<file path="config.mk">
export PLATFORM = sky130hd
export DESIGN_NAME = trc_terminal_flat
export DESIGN_NICKNAME = d
export VERILOG_FILES = /design/src/shared/trc_pkg.sv /design/src/shared/trc_if.sv /design/src/verilog/trc_terminal.sv /design/src/flat_wrapper.sv
export SDC_FILE = /design/constraint.sdc
export NUM_CORES = 2
export LEC_CHECK = 0
export BUFFER_PORTS_ARGS = -buffer_cell sky130_fd_sc_hd__buf_2
export CAP_MARGIN = 20
export CORE_ASPECT_RATIO = 1.2
export CORE_MARGIN = 3
export CORE_UTILIZATION = 56
export CTS_CLUSTER_DIAMETER = 100
export DETAILED_ROUTE_END_ITERATION = 6
export PLACE_DENSITY = 0.77
export SYNTH_ARGS = -nofsm -noshare
export SYNTH_HDL_FRONTEND = slang
export SYNTH_SLANG_ARGS = --single-unit
</file>
<file path="constraint.sdc">
create_clock -name clk_i -period 27.9 [get_ports clk_i]
set_clock_uncertainty 0.1 [all_clocks]
set_input_delay 5.58 -clock clk_i [delete_from_list [all_inputs] [get_ports clk_i]]
set_output_delay 5.58 -clock clk_i [all_outputs]
set_load 0.02 [all_outputs]
</file>
<file path="src/shared/trc_pkg.sv">
package trc_pkg;
  // Control byte layout.
  localparam int CTL_EN_BIT        = 7;
  localparam int CTL_WR_BIT        = 6;
  localparam int CTL_ADDR_MSB      = 5;
  localparam int ADDR_W            = 6;
  localparam int DATA_W            = 16;

  // Register numbers.
  localparam logic [5:0] REG_FIRMWARE_VERSION    = 6'h09;
  localparam logic [5:0] REG_UNLOCK_CODE_WORD    = 6'h1F;
  localparam logic [5:0] REG_FEATURE_CONFIG      = 6'h20;
  localparam logic [5:0] REG_INPUT_USER_OFFSET   = 6'h21;
  localparam logic [5:0] REG_INPUT_USER_GAIN     = 6'h22;
  localparam logic [5:0] REG_OUTPUT_USER_DEFAULT = 6'h23;
  localparam logic [5:0] REG_OUTPUT_USER_OFFSET  = 6'h24;
  localparam logic [5:0] REG_OUTPUT_USER_GAIN    = 6'h25;

  // Unlock value and reset values.
  localparam logic [15:0] UNLOCK_VALUE           = 16'h1235;
  localparam logic [15:0] CODE_WORD_RST          = 16'h0000;
  localparam logic [15:0] FEATURE_RST            = 16'h0404;
  localparam logic [15:0] OFFSET_RST             = 16'h0000;
  localparam logic [15:0] GAIN_RST               = 16'h0100;
  localparam logic [15:0] USER_DEFAULT_RST       = 16'h0000;
  // Arbitrary firmware identity value.
  localparam logic [15:0] FW_VERSION_DEFAULT     = 16'h3030;

  // Feature register fields.
  localparam int FEAT_IN_USER_SCALING_EN         = 0;
  localparam int FEAT_IN_STATUS_LOW_BITS_EN      = 3;
  localparam int FEAT_OUT_USER_SCALING_EN        = 8;
  localparam int FEAT_OUT_STATUS_LOW_BITS_EN     = 11;
  localparam int FEAT_USER_DEFAULT_LEVEL_EN      = 12;

  // Status-low-bits input format and user scaling format.
  localparam int STAT_BITS                       = 3;
  localparam int GAIN_FRAC                       = 8;
  localparam logic signed [15:0] FULL_SCALE_POS  = 16'sh7FFF;
  localparam logic signed [15:0] FULL_SCALE_NEG  = -16'sh7FFF;

  // Controller sequencer states.
  typedef enum logic [2:0] {
    TRC_IDLE = 3'b001,
    TRC_REQ  = 3'b010,
    TRC_WAIT = 3'b100
  } trc_host_state_t;
endpackage : trc_pkg

</file>
<file path="src/shared/trc_if.sv">
`timescale 1ns/1ps
interface trc_if;
  logic [7:0]  control_byte;
  logic [15:0] controller_data_word;
  logic        exchange;
  logic [7:0]  status_byte;
  logic [15:0] terminal_data_word;

  modport terminal (input control_byte, input controller_data_word, input exchange,
                    output status_byte, output terminal_data_word);
  modport controller (output control_byte, output controller_data_word, output exchange,
                      input status_byte, input terminal_data_word);
endinterface : trc_if

</file>
<file path="src/verilog/trc_terminal.sv">
`timescale 1ns/1ps
// Summary of operation
// - Alternative format puts value in bits 15..3.
// - Overflow bit 0 outside range; bits 1,2 zero.
// - Controller programs user scaling for standard format.
// - Input offset defaults 0, applied when enabled.
// - Input gain defaults 256, unity at 2^-8.
// - User default register sets output default level.
// - Output offset 0, gain 256, when enabled.
// - Control bit 7 selects register communication.
// - Control bit 6: zero read, one write.
// - Control bits 5..0 hold register number.
// - Read ignores controller data word.
// - Write data in controller word, high first.
// - Read echoes control byte and returns register.
// - Write echo clears bit 6; data invalid.
// - Protected registers reject writes except code word.
// - 0x1235 unlocks; other value relocks.
// - Reading code word returns stored value.
// - Register 9 holds two ASCII firmware characters.
// - New settings act only after restart.
// - Feature register is number 32, unlocked write.
// - Feature bit 3 selects status-low-bits input.
// - Feature bit 12 activates user default level.
// - Restart clears code word, protection active.
module trc_terminal #(
  parameter logic [15:0] FW_VERSION = trc_pkg::FW_VERSION_DEFAULT
) (
  // Clock and reset.
  input  wire logic                          clk_i,
  input  wire logic                          rst_n_i,
  // Link to the controller.
  trc_if.terminal                            link,
  // Analog side.
  input  wire logic signed [trc_pkg::DATA_W-1:0] adc_value_i,
  input  wire logic                          adc_over_range_i,
  output logic signed [trc_pkg::DATA_W-1:0]  dac_value_o,
  output logic                               dac_use_default_o,
  output logic signed [trc_pkg::DATA_W-1:0]  dac_default_o
);
  import trc_pkg::*;

  typedef struct packed {
    logic [15:0] code_word;
    logic [15:0] feature;
    logic [15:0] in_offset;
    logic [15:0] in_gain;
    logic [15:0] out_default;
    logic [15:0] out_offset;
    logic [15:0] out_gain;
    logic [15:0] active_feature;
    logic [15:0] active_in_offset;
    logic [15:0] active_in_gain;
    logic [15:0] active_out_default;
    logic [15:0] active_out_offset;
    logic [15:0] active_out_gain;
    logic        load;
    logic [7:0]  status;
    logic [15:0] data;
    logic [15:0] dac;
  } trc_term_state_t;

  // Power-up contents; the settings fields keep them until written, across any restart.
  localparam trc_term_state_t POWER_UP = '{code_word: CODE_WORD_RST, feature: FEATURE_RST, in_offset: OFFSET_RST,
    in_gain: GAIN_RST, out_default: USER_DEFAULT_RST, out_offset: OFFSET_RST, out_gain: GAIN_RST,
    active_feature: FEATURE_RST, active_in_offset: OFFSET_RST, active_in_gain: GAIN_RST,
    active_out_default: USER_DEFAULT_RST, active_out_offset: OFFSET_RST, active_out_gain: GAIN_RST,
    load: 1'b0, status: 8'h00, data: 16'h0000, dac: 16'h0000};

  trc_term_state_t s_q = POWER_UP;
  trc_term_state_t s_d;

  function automatic logic signed [15:0] trc_scale(input logic signed [15:0] v, input logic [15:0] off,
                                                   input logic [15:0] gain);
    logic signed [33:0] p;
    logic signed [33:0] r;
    p = 34'(v) * $signed({1'b0, gain});
    r = (p >>> GAIN_FRAC) + 34'($signed(off));
    if (r > 34'(FULL_SCALE_POS)) begin
      trc_scale = FULL_SCALE_POS;
    end else if (r < 34'(FULL_SCALE_NEG)) begin
      trc_scale = FULL_SCALE_NEG;
    end else begin
      trc_scale = r[15:0];
    end
  endfunction : trc_scale

  logic [5:0]  addr;
  logic        reg_mode;
  logic        wr;
  logic        unlocked;
  logic [15:0] rd_word;
  logic signed [15:0] in_scaled;
  logic signed [15:0] out_val;

  assign reg_mode = link.control_byte[CTL_EN_BIT];
  assign wr       = link.control_byte[CTL_WR_BIT];
  assign addr     = link.control_byte[CTL_ADDR_MSB:0];
  assign unlocked = (s_q.code_word == UNLOCK_VALUE);

  always_comb begin
    case (addr)
      REG_FIRMWARE_VERSION:    rd_word = FW_VERSION;
      REG_UNLOCK_CODE_WORD:    rd_word = s_q.code_word;
      REG_FEATURE_CONFIG:      rd_word = s_q.feature;
      REG_INPUT_USER_OFFSET:   rd_word = s_q.in_offset;
      REG_INPUT_USER_GAIN:     rd_word = s_q.in_gain;
      REG_OUTPUT_USER_DEFAULT: rd_word = s_q.out_default;
      REG_OUTPUT_USER_OFFSET:  rd_word = s_q.out_offset;
      REG_OUTPUT_USER_GAIN:    rd_word = s_q.out_gain;
      default:                 rd_word = 16'h0000;
    endcase
  end

  always_comb begin
    // Terminal behaviour uses the snapshot taken at restart, not the live registers.
    if (s_q.active_feature[FEAT_IN_USER_SCALING_EN]) begin
      in_scaled = trc_scale(adc_value_i, s_q.active_in_offset, s_q.active_in_gain);
    end else begin
      in_scaled = adc_value_i;
    end
    if (s_q.active_feature[FEAT_OUT_USER_SCALING_EN]) begin
      out_val = trc_scale($signed(link.controller_data_word), s_q.active_out_offset,
                          s_q.active_out_gain);
    end else begin
      out_val = $signed(link.controller_data_word);
    end
  end

  always_comb begin
    s_d = s_q;
    // The first cycle after a restart copies the retained settings into the working snapshot.
    if (s_q.load) begin
      s_d.load               = 1'b0;
      s_d.active_feature     = s_q.feature;
      s_d.active_in_offset   = s_q.in_offset;
      s_d.active_in_gain     = s_q.in_gain;
      s_d.active_out_default = s_q.out_default;
      s_d.active_out_offset  = s_q.out_offset;
      s_d.active_out_gain    = s_q.out_gain;
    end
    if (link.exchange) begin
      if (reg_mode) begin
        if (wr) begin
          s_d.status = {link.control_byte[7], 1'b0, link.control_byte[5:0]};
          s_d.data   = 16'h0000;
          if (addr == REG_UNLOCK_CODE_WORD) begin
            s_d.code_word = link.controller_data_word;
          end else if (unlocked) begin
            case (addr)
              REG_FEATURE_CONFIG:      s_d.feature     = link.controller_data_word;
              REG_INPUT_USER_OFFSET:   s_d.in_offset   = link.controller_data_word;
              REG_INPUT_USER_GAIN:     s_d.in_gain     = link.controller_data_word;
              REG_OUTPUT_USER_DEFAULT: s_d.out_default = link.controller_data_word;
              REG_OUTPUT_USER_OFFSET:  s_d.out_offset  = link.controller_data_word;
              REG_OUTPUT_USER_GAIN:    s_d.out_gain    = link.controller_data_word;
              default:                 s_d.out_gain    = s_q.out_gain;
            endcase
          end
        end else begin
          s_d.status = link.control_byte;
          s_d.data   = rd_word;
        end
      end else begin
        s_d.status = link.control_byte;
        s_d.dac    = out_val;
        if (s_q.active_feature[FEAT_IN_STATUS_LOW_BITS_EN]) begin
          s_d.data = {in_scaled[15:STAT_BITS], 2'b00, adc_over_range_i};
        end else begin
          s_d.data = in_scaled;
        end
      end
    end
  end

  // The settings fields model retained memory, so a restart leaves them alone; it resets the code word, snapshot, status, data and dac fields and re-arms the load.
  always_ff @(posedge clk_i or negedge rst_n_i) begin
    if (!rst_n_i) begin
      s_q.code_word          <= CODE_WORD_RST;
      s_q.load               <= 1'b1;
      s_q.active_feature     <= FEATURE_RST;
      s_q.active_in_offset   <= OFFSET_RST;
      s_q.active_in_gain     <= GAIN_RST;
      s_q.active_out_default <= USER_DEFAULT_RST;
      s_q.active_out_offset  <= OFFSET_RST;
      s_q.active_out_gain    <= GAIN_RST;
      s_q.status             <= 8'h00;
      s_q.data               <= 16'h0000;
      s_q.dac                <= 16'h0000;
    end else begin
      s_q <= s_d;
    end
  end

  assign link.status_byte        = s_q.status;
  assign link.terminal_data_word = s_q.data;
  assign dac_value_o             = s_q.dac;
  assign dac_use_default_o       = s_q.active_feature[FEAT_USER_DEFAULT_LEVEL_EN];
  assign dac_default_o           = s_q.active_out_default;
endmodule : trc_terminal

</file>
<file path="src/flat_wrapper.sv">
// flat-port wrapper written by rule: the top's interface ports become plain ports
module trc_terminal_flat import trc_pkg::*;
#(
  parameter logic [15:0] FW_VERSION = trc_pkg::FW_VERSION_DEFAULT
)
  (clk_i, rst_n_i, adc_value_i, adc_over_range_i, dac_value_o, dac_use_default_o, dac_default_o, link_control_byte, link_controller_data_word, link_exchange, link_status_byte, link_terminal_data_word);
  trc_if link_i ();
  input  wire logic clk_i;
  input  wire logic rst_n_i;
  input  wire logic signed [trc_pkg::DATA_W-1:0] adc_value_i;
  input  wire logic adc_over_range_i;
  output logic signed [trc_pkg::DATA_W-1:0] dac_value_o;
  output logic dac_use_default_o;
  output logic signed [trc_pkg::DATA_W-1:0] dac_default_o;
  input wire logic [$bits(link_i.control_byte)-1:0] link_control_byte;
  input wire logic [$bits(link_i.controller_data_word)-1:0] link_controller_data_word;
  input wire logic [$bits(link_i.exchange)-1:0] link_exchange;
  output wire logic [$bits(link_i.status_byte)-1:0] link_status_byte;
  output wire logic [$bits(link_i.terminal_data_word)-1:0] link_terminal_data_word;
  assign link_i.control_byte = link_control_byte;
  assign link_i.controller_data_word = link_controller_data_word;
  assign link_i.exchange = link_exchange;
  assign link_status_byte = link_i.status_byte;
  assign link_terminal_data_word = link_i.terminal_data_word;
  trc_terminal #(.FW_VERSION(FW_VERSION)) u_core (.clk_i(clk_i), .rst_n_i(rst_n_i), .link(link_i), .adc_value_i(adc_value_i), .adc_over_range_i(adc_over_range_i), .dac_value_o(dac_value_o), .dac_use_default_o(dac_use_default_o), .dac_default_o(dac_default_o));
endmodule
</file>
Yosys cells after proc, flatten, opt, wreduce, memory -nomap -nowiden:

Index checks and enable logic that the tools add are counted.

* input port bits: 44
* register bits: 249
* output and inout port bits: 57

* add/sub/neg operators: 2
* equal/unequal tests: 9
* muxes and demuxes: 10
* $lt $le $gt $ge: 4
* $mul: 2
* reduce and logical (&&, ||, !) cells: 8
* bitwise operators: 2

Operators with widths (number)
* case mux 16 bit (8 select lines): 1
* 2-to-1 mux 16 bit: 7
* > comparator 34 x 16 -> 1 bit, second input constant: 2
* less-than comparator 34 x 16 -> 1 bit, second input constant: 2
* multiplier 16 x 17 -> 33 bit: 2
* adder 25 x 16 -> 26 bit: 2
* AND reduction 7 bit: 6
* equality test 6 bit, second input constant: 6
* 2-to-1 mux 24 bit: 1
* equality test 16 x 13 -> 1 bit, second input constant: 1
* equality test 6 x 4 -> 1 bit, second input constant: 1
* equality test 6 x 5 -> 1 bit, second input constant: 1
* AND reduction 4 bit: 1
* 2-to-1 mux 3 bit: 1
* inverter 1 bit: 2
* AND reduction 2 bit: 1

Longest topological paths before layout:

* depth in word-level cells: 8
* mapped depth: 37

Worst setup path after synthesis:

Ideal clock, no wire load.

* path type: input to register
* from: input port adc_value_i[7] (netlist bit)
* to: register u_core.s_q, in the netlist u_core.link.terminal_data_word[11]
* library setup time: 90 ps
* data required time: 27710 ps
* setup slack: 13682 ps
* arrival: 14028 ps
* stages: 37
* cell sequence: clkbuf_1 -> clkbuf_1 -> nand2_1 -> fa_1 -> inv_1 -> fa_1 -> inv_1 -> fa_1 -> inv_1 -> fa_1 -> fa_1 -> inv_1 -> fa_1 -> inv_1 -> ha_1 -> a21o_1 -> a21oi_1 -> o21ai_0 -> a31o_2 -> a2111oi_2 -> o21ai_1 -> o41a_1 -> and2_1 -> o21ai_0 -> a21oi_1 -> ha_1 -> a21oi_1 -> o211ai_1 -> a21oi_1 -> nand2_1 -> a41oi_1 -> xnor2_1 -> nand4_1 -> o41a_1 -> a21o_1 -> buf_6 -> o31ai_4

* word-level cells in the longest chain between the ends: 7

Ends and longest elaborated chain
* start: declaration: RTL line flat_wrapper.sv:10 `input wire logic signed [trc_pkg::DATA_W-1:0] adc_value_i;`
* multiplier 16 x 17 -> 33 bit (*): RTL line trc_terminal.sv:77 `p = 34'(v) * $signed({1'b0, gain});`
* adder 25 x 16 -> 26 bit (*): RTL line trc_terminal.sv:78 `r = (p >>> GAIN_FRAC) + 34'($signed(off));`
* less-than comparator 34 x 16 -> 1 bit: RTL line trc_terminal.sv:81 `end else if (r < 34'(FULL_SCALE_NEG)) begin`
* 2-to-1 mux 16 bit: RTL line trc_terminal.sv:81
* 2-to-1 mux 16 bit (*): RTL line trc_terminal.sv:79 `if (r > 34'(FULL_SCALE_POS)) begin`
* 2-to-1 mux 16 bit (*): RTL line trc_terminal.sv:117 `if (s_q.active_feature[FEAT_IN_USER_SCALING_EN]) begin`
* 2-to-1 mux 24 bit (*): RTL line trc_terminal.sv:143 `if (reg_mode) begin`
* end: declaration: RTL line trc_terminal.sv:70 `trc_term_state_t s_q = POWER_UP;`

Mark *: on every way between the ends. The rest lies on a longest branch, timed or not.
A chain may end at the register's enable or synchronous reset.

Final worst setup path:

* from: input port adc_value_i[7] (netlist bit)
* to: register u_core.s_q, in the netlist u_core.link.terminal_data_word[2]

* word-level cells in the longest chain between the ends: 8

Ends and longest elaborated chain
* multiplier 16 x 17 -> 33 bit (*): RTL line trc_terminal.sv:77
* adder 25 x 16 -> 26 bit (*): RTL line trc_terminal.sv:78
* less-than comparator 34 x 16 -> 1 bit: RTL line trc_terminal.sv:81
* 2-to-1 mux 16 bit: RTL line trc_terminal.sv:81
* 2-to-1 mux 16 bit (*): RTL line trc_terminal.sv:79
* 2-to-1 mux 16 bit (*): RTL line trc_terminal.sv:117
* 2-to-1 mux 3 bit (*): RTL line trc_terminal.sv:167 `if (s_q.active_feature[FEAT_IN_STATUS_LOW_BITS_EN]) begin`
* 2-to-1 mux 24 bit (*): RTL line trc_terminal.sv:143

Marks and branches as above.

==> summary.txt <==
Timing
  – Final Hold Viols: 0
  – Slew HR: 27.79%
  – Worst Tran Pin Value: 1069 ps
  – Post-Route Setup TNS: 0 ps
  – RSZ-0062 raised after global routing: false
  – FMAX: 67.93 MHz
  – Minimum clock period: 14720 ps
  – Final setup fails: 0
  – Final Max Slew Viols: 0
  – Crit share post-route: 52.76%

GRT
  – Vias in the first global route: 24.41k
  – Total GRT Usage: 29.86%
  – First-pass GRT wire length: 132000 um
  – Initial antenna violation count: 2
  – Congestion Overflow GR: 0
  – Pin count of the biggest net entering global routing: 88

Route
  – Detailed-router iteration count before antenna repair: 6
  – Vias per cell: 5.970
  – Routed WL per cell: 21.83 um
  – Routed Antenna Nets: 0
  – DRC Markers: 0
  – Vias: 22.60k
  – Initial DRC count: 1514
  – Drt total wl: 82620 um

Place
  – Global placement routability congestion: 0.9723
  – I/O Buffers: 100
  – Dpl hpwl: 63880 um

Synth
  – Adder-Cell Fraction of Synth Area: 38.15%
  – Commonest cells in the netlist: inv_1 (495), fa_1 (388), nand2_1 (363), ha_1 (292), and2_1 (234)
  – Seq/Total Area, Yosys: 21.43%
  – Post-synth EDFFs: 96
  – Ys Warns: 0
  – Post-Syn Nets: 3822
  – Syn Inst Count: 3098
  – Top-area cell type share of the netlist area: 25.95%
  – Compound-Gate Fraction of Synth Area: 9.529%
  – Syn Area/Cell: 9.663 sq um
  – Synthesized area: 29940 sq um
  – Post-synthesis mux area share: 5.011%
  – Largest family of logic cells by synthesized area: adder cells
  – Top_reg_cell synth: dfrtp_1
  – Synth top area cells: fa_1 (26%), ha_1 (12%), dfrtp_1 (12%), edfxtp_1 (9.6%), inv_1 (6.2%)
  – Cell with the most instances after synthesis: inv_1
  – Post-synth top area cell: fa_1
  – Count of cell types in the netlist: 87
  – Yosys reg bits: 237
  – Simple-gate share of the synthesized area: 14.46%
  – Xor and xnor area share after synthesis: 2.165%
  – Async SR Flop Fraction: 59.49%

Critical path
  – Worst path slowest cell: a41oi_1
  – Most common cell on crit path: fa_1
  – Worst r2r path cells: 34
  – Crit Path Max Fanout: 17
  – WP data required: 28210 ps
  – Worst r2r src: u_core.s_q[96]$_DFFE_PN0P_
  – Arrival time worst endpoint: 15030 ps
  – Element type at the critical path end: flop
  – Slowest stage delay, CP: 880 ps
  – Flop2flop setup slack: 17590 ps
  – Reg-to-Reg End: u_core.link.terminal_data_word[2]$_DFFE_PN0P_
  – Startpoint types: input port
  – CP Class: input port to flop

Clocking
  – CTS buffer count: 23
  – H-tree depth: 1
  – Post-CTS sizing: 0
  – Clk buf depth: 3
  – Clock sinks: 237
  – Postcts setup bufs: 0
  – Clock latency on the worst-skew pair: 540 ps
  – Clk slew on worst S/H paths: 70 ps
  – CTS Root Cell: clkbuf_16
  – Hold-fix buffers at CTS: 0
  – CTS tree: yes

Hold path
  – Hold-critical path depth: 2
  – Startpoint of the worst hold path: u_core.s_q[202]$_DFFE_PP_
  – Min-Delay Endpoint: u_core.s_q[106]$_DFFE_PN0P_
  – Hold Path Class: flop to flop

Final layout
  – Area delta synth->final: 5.049%
  – Final #Nets: 3787
  – Fraction of layout cells with a size suffix above 1: 9.610%
  – ANT cells: 0

Floorplan
  – Initial Utilization: 56.79%
  – Core Area: 52720 sq um
  – # rows: 92
  – Die ar.: 56280 sq um
  – Die Span Y: 259.3 um
  – Io pins: 101
  – Die Wd: 217.1 um

Run
  – Max-Cap Viols: 0

Status
  – Status: finished, final reports clean
[per-stage QoR]
step	instance area, sq um	hold WS (ps)	setup slack (ps)	util [%]	cells
4_1_cts	31430	394.4	13100	59.62	3783
3_5_place_dp	30590	373.5	12580	58.03	3741
6_report	31450	391.3	13180	59.65	3785
2_1_floorplan	29940	350.9	13680	-	3098
3_3_place_gp	30580	369.6	12810	58.01	3740
5_1_grt	31450	413.6	12590	59.65	3785
[worst max-delay path: cells and delay by family]
| kind | cells | cell delay (ps) |
|---|---|---|
| buffers and inverters | 6 | 550 |
| AND/OR/NAND/NOR | 5 | 730 |
| AO/OA/AOI/OAI | 15 | 4280 |
| adder cells (fa/ha/maj) | 8 | 3680 |
| XOR/XNOR | 1 | 170 |
[routing by layer]
layer	GRT usage (%)	up-vias	wire, um
met5	0	-	0
met4	17.11	0	5956
met3	2.927	305	5363
met2	53.31	1027	41800
met1	35.13	11330	29490
li1	-	9932	-
[cells by family (layout without fill, tap and decap cells)]
kind of cell / after synthesis / in the layout
muxes: 137 / 137
adders and majority gates: 680 / 680
other: 1 / 1
DFF: 237 / 237
xor gates and xnor gates: 74 / 74
and+or+nand+nor: 881 / 881
AOI/OAI and AO/OA: 411 / 411
buffers and inverters: 677 / 659
[final cells by class]
type	count	area, sq um
Tap cell	705	882.1
Fill cell	4498	21270
Sequential cell	237	6419
Inverter	498	1869
Multi-Input combinational cell	2184	20790
Timing Repair Buffer	119	653.1
Clock buffer	27	641.9
Clock inverter	15	197.7
[flip-flops by register name, indices dropped and copies added, names as in the netlist]
register / count
u_core.dac_default_o: 16
u_core.link.terminal_data_word: 16
u_core.link.status_byte: 8
u_core.dac_use_default_o: 1
u_core.dac_value_o: 16
u_core.s_q: 180
[how the worst max path moves through the flow]
stage	from	depth (start not counted)	end
floorplan	adc_value_i[7]	37	u_core.link.terminal_data_word[11]$_DFFE_PN0P_
global placement	adc_value_i[7]	35	u_core.link.terminal_data_word[4]$_DFFE_PN0P_
global route	adc_value_i[7]	35	u_core.link.terminal_data_word[2]$_DFFE_PN0P_
CTS	link_controller_data_word[9]	34	u_core.dac_value_o[1]$_DFFE_PN0P_
finish	adc_value_i[7]	35	u_core.link.terminal_data_word[2]$_DFFE_PN0P_
detailed placement	link_controller_data_word[9]	34	u_core.dac_value_o[1]$_DFFE_PN0P_
[cells in the final DEF, fill, tap and decap left out, drive strengths merged, types with 80 or more instances in the layout]
cell type | Yosys | layout
inv | 496 | 499
fa | 388 | 388
nand2 | 363 | 363
ha | 292 | 292
and2 | 234 | 234
dfrtp | 138 | 138
buf | 67 | 119
o21ai | 112 | 112
mux2 | 103 | 103
nor2 | 103 | 103
edfxtp | 96 | 96
a21oi | 80 | 80
Power is not shown: default switching activity piles up to over one toggle a cycle in this logic, so the estimate is an artifact.
